[src/crp_pkg.sv]
// Package: constants, register map and packet carrier for the coherent request host
package crp_pkg;
   // Format codes
   localparam logic [3:0] FMT_INTERVENTION = 4'h1;
   localparam logic [3:0] FMT_PLAIN        = 4'h2;
   localparam logic [3:0] FMT_WRITE        = 4'h5;
   // Intervention-request transaction codes
   localparam logic [3:0] TI_SHARED_FETCH_VIA_HOLDER = 4'h0;
   localparam logic [3:0] TI_EXCLUSIVE_FETCH_VIA_HOLDER = 4'h1;
   localparam logic [3:0] TI_IO_FETCH_VIA_HOLDER     = 4'h2;
   localparam logic [3:0] TI_LAST                    = 4'h2;
   // Plain request transaction codes
   localparam logic [3:0] TP_SHARED_FETCH_AT_HOME        = 4'h0;
   localparam logic [3:0] TP_EXCLUSIVE_FETCH_AT_HOME     = 4'h1;
   localparam logic [3:0] TP_IO_FETCH_AT_HOME            = 4'h2;
   localparam logic [3:0] TP_DATA_INVALIDATE_AT_HOME     = 4'h3;
   localparam logic [3:0] TP_RESERVED                    = 4'h4;
   localparam logic [3:0] TP_INSTRUCTION_INVALIDATE_AT_HOME = 4'h5;
   localparam logic [3:0] TP_TRANSLATION_ENTRY_INVALIDATE = 4'h6;
   localparam logic [3:0] TP_TRANSLATION_SYNC            = 4'h7;
   localparam logic [3:0] TP_INSTRUCTION_FETCH_AT_HOME   = 4'h8;
   localparam logic [3:0] TP_PURGE_WITHOUT_DATA          = 4'h9;
   localparam logic [3:0] TP_INSTRUCTION_INVALIDATE_AT_SHARER = 4'hA;
   localparam logic [3:0] TP_DATA_INVALIDATE_AT_SHARER   = 4'hB;
   localparam logic [3:0] TP_LAST                        = 4'hB;
   // Write-class transaction codes
   localparam logic [3:0] TW_VICTIM_WRITEBACK  = 4'h0;
   localparam logic [3:0] TW_PURGE_WITH_DATA   = 4'h1;
   localparam logic [3:0] TW_LAST              = 4'h1;
   // Write length codes above this are reserved
   localparam logic [3:0] WRSIZE_LAST          = 4'hC;
   // Combined origin domain and origin id width, set by the transport field
   localparam int unsigned ORIGIN_W            = 8;
   localparam logic [3:0] DOMAIN_BITS_RST      = 4'h4;
   // Register byte offsets
   localparam logic [7:0] OFS_CTRL     = 8'h00;
   localparam logic [7:0] OFS_CONFIG   = 8'h04;
   localparam logic [7:0] OFS_REQ      = 8'h08;
   localparam logic [7:0] OFS_ADDR     = 8'h0C;
   localparam logic [7:0] OFS_ORIGIN   = 8'h10;
   localparam logic [7:0] OFS_DATA_LO  = 8'h14;
   localparam logic [7:0] OFS_DATA_HI  = 8'h18;
   localparam logic [7:0] OFS_STATUS   = 8'h1C;
   localparam logic [7:0] OFS_RX_HDR   = 8'h20;
   localparam logic [7:0] OFS_RX_ADDR  = 8'h24;
   // Status bit positions
   localparam int unsigned ST_BUSY     = 0;
   localparam int unsigned ST_REFUSED  = 1;
   localparam int unsigned ST_SENT     = 2;
   localparam int unsigned ST_RX_SEEN  = 3;
   localparam int unsigned ST_RX_BAD   = 4;
   localparam logic [1:0] RESP_OKAY    = 2'b00;
   localparam logic [1:0] RESP_SLVERR  = 2'b10;

   typedef struct packed {
      logic [3:0]          format_code;
      logic [3:0]          transaction;
      logic [3:0]          size_code;
      logic                word_half_select;
      logic [7:0]          request_tag;
      logic [ORIGIN_W-1:0] origin_field;
      logic [7:0]          origin_requester_tag;
      logic [1:0]          xamsbs;
      logic [28:0]         address;
      logic                dest_home;
      logic                has_data;
      logic [63:0]         data;
   } crp_pkt_type;
endpackage : crp_pkg

[src/crp_host.sv]
// Host that builds, sends and checks coherent request packets under AXI4-Lite control
//
// Local design decisions: register access over AXI4-Lite and the placing of the registers.
`timescale 1ns/1ns
// Operation
// - Intervention request carries no data payload
// - Only intervention format triggers third-party intervention
// - Intervention carries origin domain, id, tag
// - Origin domain/id split configurable within transport width
// - Intervention codes 0-2; 3-15 reserved
// - Intervention format code is 1
// - Plain requests carry no data, no origin
// - Plain codes 0-7 as listed, 4 reserved
// - Plain codes 8-B as listed, C-F reserved
// - Address-only requests zero length and half select
// - Translation sync zeroes address, top bits, length
// - Plain request format code is 2
// - Format codes 3 and 4 never generated
// - Write-class packet always carries data
// - Small writes encode size with half select
// - Long writes state maximum payload size
// - Write codes 0-1; 2-15 reserved
// - Write-class format code is 5
// - Format codes 6 to 11 never generated
// - Format code is 4 bits, first field
// - Write length with half select picks lanes
// - Address carries low 29 double-word bits
module crp_host (
   input  wire logic                aclk,
   input  wire logic                aresetn,
   input  wire logic [7:0]          s_axi_awaddr,
   input  wire logic                s_axi_awvalid,
   output logic                     s_axi_awready,
   input  wire logic [31:0]         s_axi_wdata,
   input  wire logic [3:0]          s_axi_wstrb,
   input  wire logic                s_axi_wvalid,
   output logic                     s_axi_wready,
   output logic [1:0]               s_axi_bresp,
   output logic                     s_axi_bvalid,
   input  wire logic                s_axi_bready,
   input  wire logic [7:0]          s_axi_araddr,
   input  wire logic                s_axi_arvalid,
   output logic                     s_axi_arready,
   output logic [31:0]              s_axi_rdata,
   output logic [1:0]               s_axi_rresp,
   output logic                     s_axi_rvalid,
   input  wire logic                s_axi_rready,
   output crp_pkg::crp_pkt_type     tx_pkt,
   output logic                     tx_valid,
   input  wire logic                tx_ready,
   input  wire crp_pkg::crp_pkt_type rx_pkt,
   input  wire logic                rx_valid
);
   import crp_pkg::*;

   typedef enum logic [1:0] {TX_IDLE, TX_BUILD, TX_SEND} crp_txst_type;

   crp_txst_type tx_state_r;
   logic         aw_got_r;
   logic         w_got_r;
   logic [7:0]   aw_addr_r;
   logic [31:0]  w_data_r;
   logic [3:0]   w_strb_r;
   logic         is_home_r;
   logic [3:0]   domain_bits_r;
   logic [31:0]  req_r;
   logic [28:0]  addr_r;
   logic [31:0]  origin_r;
   logic [31:0]  data_lo_r;
   logic [31:0]  data_hi_r;
   logic         refused_r;
   logic         sent_r;
   logic         rx_seen_r;
   logic         rx_bad_r;
   logic [31:0]  rx_hdr_r;
   logic [28:0]  rx_addr_r;
   logic         wr_fire;
   logic         go_wr;
   logic         status_wr;
   logic [31:0]  wr_val;
   crp_pkt_type  pkt_nxt;
   logic         refuse_nxt;
   logic [3:0]   id_bits;
   logic [15:0]  origin_wide;
   logic         rx_bad_nxt;
   logic [3:0]   rx_size_nxt;

   // Byte-lane merge of the write data
   function automatic logic [31:0] merge(input logic [31:0] old, input logic [31:0] nw, input logic [3:0] st);
      logic [31:0] res;
      res = old;
      for (int i = 0; i < 4; i++) begin
         if (st[i]) begin
            res[i*8 +: 8] = nw[i*8 +: 8];
         end
      end
      return res;
   endfunction : merge

   assign wr_fire   = aw_got_r && w_got_r && !s_axi_bvalid;
   assign go_wr     = wr_fire && (aw_addr_r == OFS_CTRL) && w_strb_r[0] && w_data_r[0];
   assign status_wr = wr_fire && (aw_addr_r == OFS_STATUS) && w_strb_r[0];
   assign wr_val    = w_data_r;

   // AXI4-Lite write channels: address and data taken in either order
   always_ff @(posedge aclk) begin
      if (!aresetn) begin
         aw_got_r      <= 1'b0;
         w_got_r       <= 1'b0;
         aw_addr_r     <= 8'h00;
         w_data_r      <= 32'h0000_0000;
         w_strb_r      <= 4'h0;
         s_axi_awready <= 1'b0;
         s_axi_wready  <= 1'b0;
         s_axi_bvalid  <= 1'b0;
         s_axi_bresp   <= RESP_OKAY;
      end else begin
         s_axi_awready <= !aw_got_r && !(s_axi_awvalid && s_axi_awready) && !s_axi_bvalid;
         s_axi_wready  <= !w_got_r && !(s_axi_wvalid && s_axi_wready) && !s_axi_bvalid;
         if (s_axi_awvalid && s_axi_awready) begin
            aw_got_r  <= 1'b1;
            aw_addr_r <= {s_axi_awaddr[7:2], 2'b00};
         end
         if (s_axi_wvalid && s_axi_wready) begin
            w_got_r  <= 1'b1;
            w_data_r <= s_axi_wdata;
            w_strb_r <= s_axi_wstrb;
         end
         if (wr_fire) begin
            aw_got_r     <= 1'b0;
            w_got_r      <= 1'b0;
            s_axi_bvalid <= 1'b1;
            s_axi_bresp  <= (aw_addr_r <= OFS_STATUS) ? RESP_OKAY : RESP_SLVERR;
         end else if (s_axi_bvalid && s_axi_bready) begin
            s_axi_bvalid <= 1'b0;
         end
      end
   end

   // Software-written request registers; frozen while a packet is under way
   always_ff @(posedge aclk) begin
      if (!aresetn) begin
         is_home_r     <= 1'b0;
         domain_bits_r <= DOMAIN_BITS_RST;
         req_r         <= 32'h0000_0000;
         addr_r        <= 29'h0000_0000;
         origin_r      <= 32'h0000_0000;
         data_lo_r     <= 32'h0000_0000;
         data_hi_r     <= 32'h0000_0000;
      end else if (wr_fire && tx_state_r == TX_IDLE) begin
         case (aw_addr_r)
            OFS_CONFIG: begin
               if (w_strb_r[0]) begin
                  is_home_r <= wr_val[0];
               end
               if (w_strb_r[1]) begin
                  domain_bits_r <= wr_val[11:8];
               end
            end
            OFS_REQ:     req_r     <= merge(req_r, wr_val, w_strb_r);
            OFS_ADDR:    addr_r    <= 29'(merge({3'b000, addr_r}, wr_val, w_strb_r));
            OFS_ORIGIN:  origin_r  <= merge(origin_r, wr_val, w_strb_r);
            OFS_DATA_LO: data_lo_r <= merge(data_lo_r, wr_val, w_strb_r);
            OFS_DATA_HI: data_hi_r <= merge(data_hi_r, wr_val, w_strb_r);
            default: ;
         endcase
      end
   end

   // Origin domain above origin id; split point set by software
   assign id_bits     = (domain_bits_r > 4'(ORIGIN_W)) ? 4'h0 : 4'(4'(ORIGIN_W) - domain_bits_r);
   assign origin_wide = ({8'h00, origin_r[7:0]} << id_bits) | ({8'h00, origin_r[15:8]} & ((16'h0001 << id_bits) - 16'h0001));

   // Packet builder and legality check
   always_comb begin
      pkt_nxt                      = '0;
      refuse_nxt                   = 1'b0;
      pkt_nxt.format_code          = req_r[3:0];
      pkt_nxt.transaction          = req_r[7:4];
      pkt_nxt.size_code            = req_r[11:8];
      pkt_nxt.word_half_select     = req_r[12];
      pkt_nxt.xamsbs               = req_r[14:13];
      pkt_nxt.request_tag          = req_r[23:16];
      pkt_nxt.address              = addr_r;
      case (req_r[3:0])
         FMT_INTERVENTION: begin
            pkt_nxt.has_data             = 1'b0;
            pkt_nxt.origin_field         = origin_wide[ORIGIN_W-1:0];
            pkt_nxt.origin_requester_tag = origin_r[23:16];
            pkt_nxt.dest_home            = 1'b0;
            if (req_r[7:4] > TI_LAST) begin
               refuse_nxt = 1'b1;
            end
            // Holder interventions come only from the home controller
            if (!is_home_r) begin
               refuse_nxt = 1'b1;
            end
         end
         FMT_PLAIN: begin
            pkt_nxt.has_data  = 1'b0;
            pkt_nxt.dest_home = 1'b1;
            case (req_r[7:4])
               TP_SHARED_FETCH_AT_HOME, TP_EXCLUSIVE_FETCH_AT_HOME, TP_IO_FETCH_AT_HOME,
               TP_INSTRUCTION_FETCH_AT_HOME: ;
               TP_DATA_INVALIDATE_AT_HOME, TP_INSTRUCTION_INVALIDATE_AT_HOME, TP_PURGE_WITHOUT_DATA: begin
                  pkt_nxt.size_code        = 4'h0;
                  pkt_nxt.word_half_select = 1'b0;
               end
               TP_TRANSLATION_ENTRY_INVALIDATE: begin
                  pkt_nxt.dest_home        = 1'b0;
                  pkt_nxt.size_code        = 4'h0;
                  pkt_nxt.word_half_select = 1'b0;
               end
               TP_TRANSLATION_SYNC: begin
                  pkt_nxt.dest_home        = 1'b0;
                  pkt_nxt.size_code        = 4'h0;
                  pkt_nxt.word_half_select = 1'b0;
                  pkt_nxt.address          = 29'h0000_0000;
                  pkt_nxt.xamsbs           = 2'b00;
               end
               TP_INSTRUCTION_INVALIDATE_AT_SHARER, TP_DATA_INVALIDATE_AT_SHARER: begin
                  pkt_nxt.dest_home        = 1'b0;
                  pkt_nxt.size_code        = 4'h0;
                  pkt_nxt.word_half_select = 1'b0;
                  refuse_nxt               = !is_home_r;
               end
               default: refuse_nxt = 1'b1;
            endcase
         end
         FMT_WRITE: begin
            pkt_nxt.has_data  = 1'b1;
            pkt_nxt.dest_home = 1'b1;
            pkt_nxt.data      = {data_hi_r, data_lo_r};
            // Size code passed as given: exact lanes up to a double-word, maximum beyond
            if (req_r[11:8] > WRSIZE_LAST) begin
               refuse_nxt = 1'b1;
            end
            if (req_r[7:4] > TW_LAST) begin
               refuse_nxt = 1'b1;
            end
         end
         // Reserved and undefined formats are never put on the link
         default: refuse_nxt = 1'b1;
      endcase
   end

   // Transmit sequencer: a go strobe latches, the next cycle builds, then hold until taken
   always_ff @(posedge aclk) begin
      if (!aresetn) begin
         tx_state_r <= TX_IDLE;
         tx_valid   <= 1'b0;
         tx_pkt     <= '0;
      end else begin
         case (tx_state_r)
            TX_IDLE: begin
               if (go_wr) begin
                  tx_state_r <= TX_BUILD;
               end
            end
            TX_BUILD: begin
               if (refuse_nxt) begin
                  tx_state_r <= TX_IDLE;
               end else begin
                  tx_pkt     <= pkt_nxt;
                  tx_valid   <= 1'b1;
                  tx_state_r <= TX_SEND;
               end
            end
            TX_SEND: begin
               if (tx_ready) begin
                  tx_valid   <= 1'b0;
                  tx_state_r <= TX_IDLE;
               end
            end
            default: tx_state_r <= TX_IDLE;
         endcase
      end
   end

   // Sticky outcome flags; a new event wins over a same-cycle clear
   always_ff @(posedge aclk) begin
      if (!aresetn) begin
         refused_r <= 1'b0;
         sent_r    <= 1'b0;
      end else begin
         refused_r <= (tx_state_r == TX_BUILD && refuse_nxt) ||
                      (go_wr && tx_state_r != TX_IDLE) ||
                      (refused_r && !(status_wr && wr_val[ST_REFUSED]));
         sent_r    <= (tx_state_r == TX_SEND && tx_ready) ||
                      (sent_r && !(status_wr && wr_val[ST_SENT]));
      end
   end

   // Receive checker
   always_comb begin
      rx_bad_nxt  = 1'b0;
      rx_size_nxt = rx_pkt.size_code;
      case (rx_pkt.format_code)
         FMT_INTERVENTION: rx_bad_nxt = rx_pkt.has_data || (rx_pkt.transaction > TI_LAST);
         FMT_PLAIN: begin
            rx_bad_nxt = rx_pkt.has_data || (rx_pkt.transaction > TP_LAST) ||
                         (rx_pkt.transaction == TP_RESERVED);
            // Length code of address-only requests is not looked at
            if (rx_pkt.transaction != TP_SHARED_FETCH_AT_HOME && rx_pkt.transaction != TP_EXCLUSIVE_FETCH_AT_HOME &&
                rx_pkt.transaction != TP_IO_FETCH_AT_HOME && rx_pkt.transaction != TP_INSTRUCTION_FETCH_AT_HOME) begin
               rx_size_nxt = 4'h0;
            end
         end
         FMT_WRITE: rx_bad_nxt = !rx_pkt.has_data || (rx_pkt.transaction > TW_LAST) ||
                                 (rx_pkt.size_code > WRSIZE_LAST);
         default: rx_bad_nxt = 1'b1;
      endcase
   end

   always_ff @(posedge aclk) begin
      if (!aresetn) begin
         rx_seen_r <= 1'b0;
         rx_bad_r  <= 1'b0;
         rx_hdr_r  <= 32'h0000_0000;
         rx_addr_r <= 29'h0000_0000;
      end else begin
         rx_seen_r <= rx_valid || (rx_seen_r && !(status_wr && wr_val[ST_RX_SEEN]));
         rx_bad_r  <= (rx_valid && rx_bad_nxt) || (rx_bad_r && !(status_wr && wr_val[ST_RX_BAD]));
         if (rx_valid) begin
            rx_hdr_r  <= {rx_pkt.origin_field, rx_pkt.request_tag, rx_pkt.word_half_select, 3'b000,
                          rx_size_nxt, rx_pkt.transaction, rx_pkt.format_code};
            rx_addr_r <= rx_pkt.address;
         end
      end
   end

   // AXI4-Lite read channel; unmapped words read zero with a slave error
   always_ff @(posedge aclk) begin
      if (!aresetn) begin
         s_axi_arready <= 1'b0;
         s_axi_rvalid  <= 1'b0;
         s_axi_rdata   <= 32'h0000_0000;
         s_axi_rresp   <= RESP_OKAY;
      end else begin
         s_axi_arready <= !s_axi_rvalid && !(s_axi_arvalid && s_axi_arready);
         if (s_axi_arvalid && s_axi_arready) begin
            s_axi_rvalid <= 1'b1;
            s_axi_rresp  <= RESP_OKAY;
            case ({s_axi_araddr[7:2], 2'b00})
               OFS_CTRL:    s_axi_rdata <= {31'h0000_0000, tx_state_r != TX_IDLE};
               OFS_CONFIG:  s_axi_rdata <= {20'h0_0000, domain_bits_r, 7'h00, is_home_r};
               OFS_REQ:     s_axi_rdata <= req_r;
               OFS_ADDR:    s_axi_rdata <= {3'b000, addr_r};
               OFS_ORIGIN:  s_axi_rdata <= origin_r;
               OFS_DATA_LO: s_axi_rdata <= data_lo_r;
               OFS_DATA_HI: s_axi_rdata <= data_hi_r;
               OFS_STATUS:  s_axi_rdata <= {27'h000_0000, rx_bad_r, rx_seen_r, sent_r, refused_r,
                                            tx_state_r != TX_IDLE};
               OFS_RX_HDR:  s_axi_rdata <= rx_hdr_r;
               OFS_RX_ADDR: s_axi_rdata <= {3'b000, rx_addr_r};
               default: begin
                  s_axi_rdata <= 32'h0000_0000;
                  s_axi_rresp <= RESP_SLVERR;
               end
            endcase
         end else if (s_axi_rvalid && s_axi_rready) begin
            s_axi_rvalid <= 1'b0;
         end
      end
   end

endmodule : crp_host

[config.mk]
export PLATFORM = sky130hd
export DESIGN_NAME = crp_host
export DESIGN_NICKNAME = d
export VERILOG_FILES = /design/src/crp_pkg.sv /design/src/crp_host.sv
export SDC_FILE = /design/constraint.sdc
export NUM_CORES = 1
export LEC_CHECK = 0
export ABC_AREA = 1
export ABC_CLOCK_PERIOD_IN_PS = 5600
export BUFFER_PORTS_ARGS = -buffer_cell sky130_fd_sc_hd__buf_2
export CAP_MARGIN = 10
export CORE_MARGIN = 5
export CORE_UTILIZATION = 30
export DETAILED_ROUTE_END_ITERATION = 7
export PLACE_DENSITY = 0.53
export SETUP_SLACK_MARGIN = 0.15
export SLEW_MARGIN = 20
export SYNTH_ARGS = -nofsm -noshare
export SYNTH_HDL_FRONTEND = slang
export SYNTH_SLANG_ARGS = --single-unit
[constraint.sdc]
create_clock -name aclk -period 5.6 [get_ports aclk]
set_input_delay 0.28 -clock aclk [delete_from_list [all_inputs] [get_ports aclk]]
set_output_delay 0.28 -clock aclk [all_outputs]
set_load 0.05 [all_outputs]
==> impl_metrics.json, run 1 <==
{
  "status": "finished clean",
  "top_layer": "met4",
  "synth_top_flop_cell": "dfxtp_1",
  "wl_per_cell_um": 19.4,
  "clk_latency_ps": 590,
  "final_cell_mix": "dfxtp_1, nor2_1, nand2_1",
  "ys_warn_count": 0,
  "first_global_vias": 16400,
  "end_kind": "register",
  "hpwl_um": 47500,
  "drt_iter0_drc": 1146,
  "crit_type": "in -> reg",
  "total_power_mw": 6.86,
  "grt_max_degree": 103,
  "antenna_cells": 0,
  "max_freq_mhz": 334,
  "leakagePower_nw": 9.40,
  "final_nets": 2859,
  "finClkSkew_ps": 19.7,
  "ys_seq_area_share_pct": 50.0,
  "gp_congestion": 0.916,
  "cts_resized": 0,
  "final_util_pct": 37.8,
  "cts-root-buf": "clkbuf_16",
  "fin_crit_ps": 2990,
  "core-area_um2": 58900,
  "synth_fa_ha_area_share_pct": 0.141,
  "tns_ps": 0,
  "synth_edf_count": 0,
  "clockBufferDepth": 3,
  "p_per_area_nw_per_um2": 308,
  "yosys.area_share.xor_xnor_pct": 0,
  "worst_pin_slew_ps": 1090,
  "cp_max_fo": 19,
  "cts_tree": "built",
  "synth.avg_cell_area_um2": 7.60,
  "overflow": 0,
  "ys_seq_elements": 444,
  "crit_arrival_ps": 3500,
  "irDropWorstVdd_mv": 0.188,
  "first_pass_iters": 5,
  "final_area_um2": 22300,
  "cts-htree-levels": 2,
  "final_antenna_net_count": 0,
  "placed_area_um2": 19700,
  "clock_sinks": 444,
  "grt_antenna_before_repair": 1,
  "die_area_um2": 64300,
  "synthArstFlopShare_pct": 0,
  "die_w_um": 253,
  "synth_cell_types": 36,
  "finalSetupViolCount": 0,
  "min_path_type": "in -> reg",
  "drive_above_1_share_pct": 19.3,
  "muxShareOfSynthArea_pct": 0,
  "grt_first_pass_wirelength_um": 100000,
  "wl_met1_um": 31000,
  "fillerInstances": 6073,
  "slew_headroom_pct": 27.1,
  "std_cell_rows": 89,
  "route.vias.total": 17100,
  "dp_cells": 3291,
  "die_h_um": 253,
  "slew_viol_final": 0,
  "boundaryPins": 371,
  "synth-compound-area-share_pct": 19.9,
  "area_growth_pct": 25.2,
  "wl_met2_um": 29600,
  "portBuffers": 289,
  "grt_usage_pct": 20.0,
  "wl_met3_um": 4710,
  "rsz0062_at_grt": "false",
  "numCtsBuffers": 48,
  "final_common_cell": "dfxtp_1",
  "netlist_area_um2": 17800,
  "post-route-period-util_pct": 53.4,
  "syn_inst": 2340,
  "totalWireLength_um": 67200,
  "drv_cap": 0,
  "synth_top_family_by_area": "simple AND/OR/NAND/NOR gates",
  "synth-simple-area-share_pct": 23.6,
  "hold_violations": 0,
  "path_clk_slew_ps": 60,
  "instances_no_fill": 3472,
  "start_util_pct": 30.2,
  "viasPerCell": 4.93,
  "cp-start-kind": "primary input",
  "critPathRequiredTime_ps": 6110,
  "drc": 0
}
[through the flow]
stage                     setup slack, ps  hold WS (ps)
final                                2610          24.9
after detailed placement             1890           435
after floorplan                      3490           415
after global placement               1990           428
after global routing                 2350         0.197
after CTS                            2540         0.238
[cell type report]
cell class / count / area [um^2] / share of cell area [%]
repair buffers: 399 / 2530 / 11.3
flip-flops and latches: 444 / 8890 / 39.9
well taps: 773 / 967 / 4.35
multi-input cells: 1645 / 7790 / 35.0
clock buffers: 74 / 1480 / 6.66
clock inverters: 13 / 134 / 0.601
inverters: 124 / 472 / 2.12
[synthesized netlist by cell type (2+ instances only)]
cell type	n	area share, %
nand2_1	383	8.1
nor2_2	15	0.53
nor2_4	3	0.19
nor3_2	2	0.11
nor2_1	438	9.2
buf_2	27	0.76
o2111ai_1	5	0.25
o22ai_1	2	0.070
nor3_1	13	0.37
inv_2	12	0.25
a21oi_1	181	5.1
dfxtp_1	444	50
clkbuf_1	78	1.6
o21ai_1	2	0.056
o21ai_0	317	8.9
inv_1	112	2.4
nand3_1	88	2.5
nand2_2	48	1.7
o31ai_1	2	0.084
buf_12	6	0.68
a211oi_1	7	0.30
a21oi_2	50	2.5
a22oi_1	53	2.2
buf_4	15	0.63
ha_1	2	0.14
nand4_1	16	0.56
nor4_1	3	0.11
o211ai_1	8	0.34
[cells by family (layout without fill, tap and decap cells)]
| kind of cell | Yosys count | count (layout) |
|---|---|---|
| fa+ha+maj | 2 | 2 |
| compound gates | 629 | 629 |
| flops | 444 | 444 |
| other cells | 1 | 2 |
| simple gates | 1012 | 1012 |
| buf+inv | 252 | 610 |
[registers in the layout, indices dropped and copies added (netlist names), 2 cells and up]
name	cells
w_data_r	32
rx_addr_r	29
aw_addr_r	6
domain_bits_r	4
w_strb_r	4
data_hi_r	32
s_axi_rdata	32
tx_state_r	2
tx_pkt	134
req_r	32
addr_r	29
data_lo_r	32
origin_r	32
rx_hdr_r	29
[critical path: stages]
cell and delay [ps]:
buf_2 90, nor2_1 200, nand3_1 250, nor2_4 570, inv_1 420, nand4_1 200, nand2_1 80, nor2_2 830
inv_2 320, o21ai_0 250
[final timing paths]
path / startpoint / endpoint / slack [ps] / cells after the start
setup / recovery: s_axi_araddr[7] / s_axi_rdata[30] / 2610 / 10
hold / removal: s_axi_wdata[8] / w_data_r[8] / 20 / 3
setup reg to reg: req_r[2] / tx_pkt[82] / 2610 / 10
hold reg to reg: tx_pkt[133] / tx_pkt[133] / 440 / 2
[layer usage]
metal | vias up | GRT usage [%]
li1 | 8373 | -
met1 | 8095 | 27.7
met2 | 533 | 31.2
met3 | 100 | 5.04
met4 | 0 | 5.57
met5 | - | 0
[report_power, final]
group | switching [mW] | total [mW] | internal [mW]
sequential | 0.0534 | 3.27 | 3.22
clock | 1.33 | 3.24 | 1.91
combinational | 0.216 | 0.342 | 0.126
total | 1.60 | 6.86 | 5.25
[timing repair]
item                                    CTS  global route
hold buffers                             94             0
endpoints found under the setup margin    0             0
setup buffers                             0             0
hold endpoints to repair                 93             0
Note: power is estimated with default switching activity, not from simulation.
==> run 2, diff against run 1 <==
--- a/config.mk
+++ b/config.mk
@@ -6,7 +6,7 @@
 export NUM_CORES = 1
 export LEC_CHECK = 0
 export ABC_AREA = 1
-export ABC_CLOCK_PERIOD_IN_PS = 5600
+export ABC_CLOCK_PERIOD_IN_PS = 3050
 export BUFFER_PORTS_ARGS = -buffer_cell sky130_fd_sc_hd__buf_2
 export CAP_MARGIN = 10
 export CORE_MARGIN = 5
==> constraint.sdc (replaced) <==
create_clock -name aclk -period 3.05 [get_ports aclk]
set_input_delay 0.1525 -clock aclk [delete_from_list [all_inputs] [get_ports aclk]]
set_output_delay 0.1525 -clock aclk [all_outputs]
set_load 0.05 [all_outputs]
==> run 2 against run 1 <==
- design area up 1.4%
- sequential cell count unchanged
- register-to-register slack worse by 2100 ps
- utilization up 0.54 points
- critical endpoint is now tx_pkt[111]
==> impl_metrics.json, run 2 (synthesis gave the netlist of run 1 again) <==
{
  "finalSetupViolCount": 0,
  "portBuffers": 289,
  "status": "finished clean",
  "numCtsBuffers": 49,
  "instances_no_fill": 3506,
  "crit_buf_inv": 3,
  "total_power_mw": 12.5,
  "totalWireLength_um": 67300,
  "hold_violations": 0,
  "worstPathCellList": "inv_2 -> ha_1 -> nand2_1 -> nand2_1 -> nand2_1 -> nand2_1 -> inv_1 -> nand2_1 -> ha_1 -> nand4_1 -> nand2_1 -> inv_1 -> nand2_1 -> nand2_1 -> nand2_1 -> a21oi_1",
  "drc": 0,
  "irDropWorstVdd_mv": 0.485,
  "antenna_cells": 0,
  "min_path_type": "in -> reg",
  "fin_crit_ps": 2540,
  "final_util_pct": 38.3,
  "drive_above_1_share_pct": 19.9,
  "overflow": 0,
  "cts_tree": "built",
  "die_h_um": 253,
  "largest_reg_flops": 134,
  "slew_headroom_pct": 16.2,
  "crit_top_cell": "nand2_1",
  "cts_resized": 0,
  "fillerInstances": 6036,
  "area_growth_pct": 27.0,
  "rsz0062_at_grt": "false",
  "cp_max_fo": 13,
  "regMostFlops": "tx_pkt",
  "cts-htree-levels": 2,
  "boundaryPins": 371,
  "crit_arrival_ps": 3040,
  "grt_antenna_before_repair": 1,
  "path_clk_slew_ps": 60,
  "whs_ps": 37.4,
  "final_cell_mix": "dfxtp_1, nor2_1, nand2_1",
  "slew_viol_final": 0,
  "std_cell_rows": 89,
  "p_per_area_nw_per_um2": 556,
  "final_antenna_net_count": 0,
  "wl_per_cell_um": 19.2,
  "clockBufferDepth": 3,
  "grt_first_pass_wirelength_um": 101000,
  "dp_cells": 3318,
  "worst_pin_slew_ps": 1260,
  "final_common_cell": "dfxtp_1",
  "start_util_pct": 30.2,
  "die_area_um2": 64300,
  "critPathRequiredTime_ps": 3560,
  "clk_latency_ps": 590,
  "grt_usage_pct": 20.2,
  "die_w_um": 253,
  "finClkSkew_ps": 24.3,
  "hpwl_um": 47400,
  "drv_cap": 0,
  "viasPerCell": 4.93,
  "max_freq_mhz": 394,
  "clock_sinks": 444,
  "first_pass_iters": 5,
  "drt_iter0_drc": 1307,
  "cpLargestDelayFamily": "simple AND/OR/NAND/NOR gates",
  "crit_type": "reg -> reg",
  "slowest_delay_ps": 420,
  "end_kind": "register",
  "crit_slowest_cell": "dfxtp_1",
  "core-area_um2": 58900,
  "first_global_vias": 16500,
  "route.vias.total": 17300,
  "cts-root-buf": "clkbuf_16",
  "cp-start-kind": "register",
  "final_nets": 2898,
  "post-route-period-util_pct": 83.1,
  "grt_max_degree": 275,
  "leakagePower_nw": 9.58,
  "tns_ps": 0,
  "gp_congestion": 0.934
}
## run 2: changes by cell type in the layout (fill, tap and decap cells not counted), sizes merged
cell / before / now
clkbuf: 74 / 68
buf: 305 / 333
bufinv: 2 / 3
dlygate4sd3: 94 / 104
clkinvlp: 0 / 1
## run 2: stage by stage
stage | setup slack, ps | instance area, um^2
floorplan | 937 | 17800
global placement | 610 | 19900
detailed placement | 560 | 19900
CTS | 531 | 22600
global route | 191 | 22600
finish | 514 | 22600
## run 2: worst paths after layout
path,depth (start not counted),start,slack (ps),endpoint
hold reg to reg,2,tx_pkt[133],450,tx_pkt[133]
hold / removal,3,s_axi_awvalid,40,aw_addr_r[4]
setup reg to reg,16,domain_bits_r[0],510,tx_pkt[111]
setup / recovery,16,domain_bits_r[0],510,tx_pkt[111]
## run 2: worst min-delay path, cell delays in order
cell and delay (ps):
buf_2 80, nand2_1 170, a21oi_1 180
## run 2: area by class of cell
class                      instances  area (um^2)  area share (%)
clock inverter                    15          175           0.776
tap                              773          967            4.28
clock buffer                      68         1400            6.20
sequential                       444         8890            39.4
inverter                         124          470            2.08
multi-input combinational       1645         7780            34.5
timing repair buffer             437         2900            12.8
## run 2: timing repair
item / in CTS / in global routing
endpoints found under the hold margin: 105 / 0
buffers inserted: 0 / 0
hold buffers: 104 / 0
setup endpoints to repair: 0 / 0
## run 2: where the power goes
| part | leakage, nW | internal, mW | total (mW) | switching [mW] |
|---|---|---|---|---|
| Combinational | 5.21 | 0.249 | 0.653 | 0.404 |
| Clock | 0.775 | 3.44 | 5.88 | 2.44 |
| Sequential | 3.60 | 5.91 | 6.01 | 0.0997 |
| Total | 9.58 | 9.60 | 12.5 | 2.95 |
## run 2: routing by layer
metal,share of wire (%),global-route usage (%),vias to the layer above
li1,-,-,8457
met1,46,28.1,8145
met2,44,32.1,584
met3,6.9,4.21,95
met4,2.4,5.07,0
met5,0,0,-
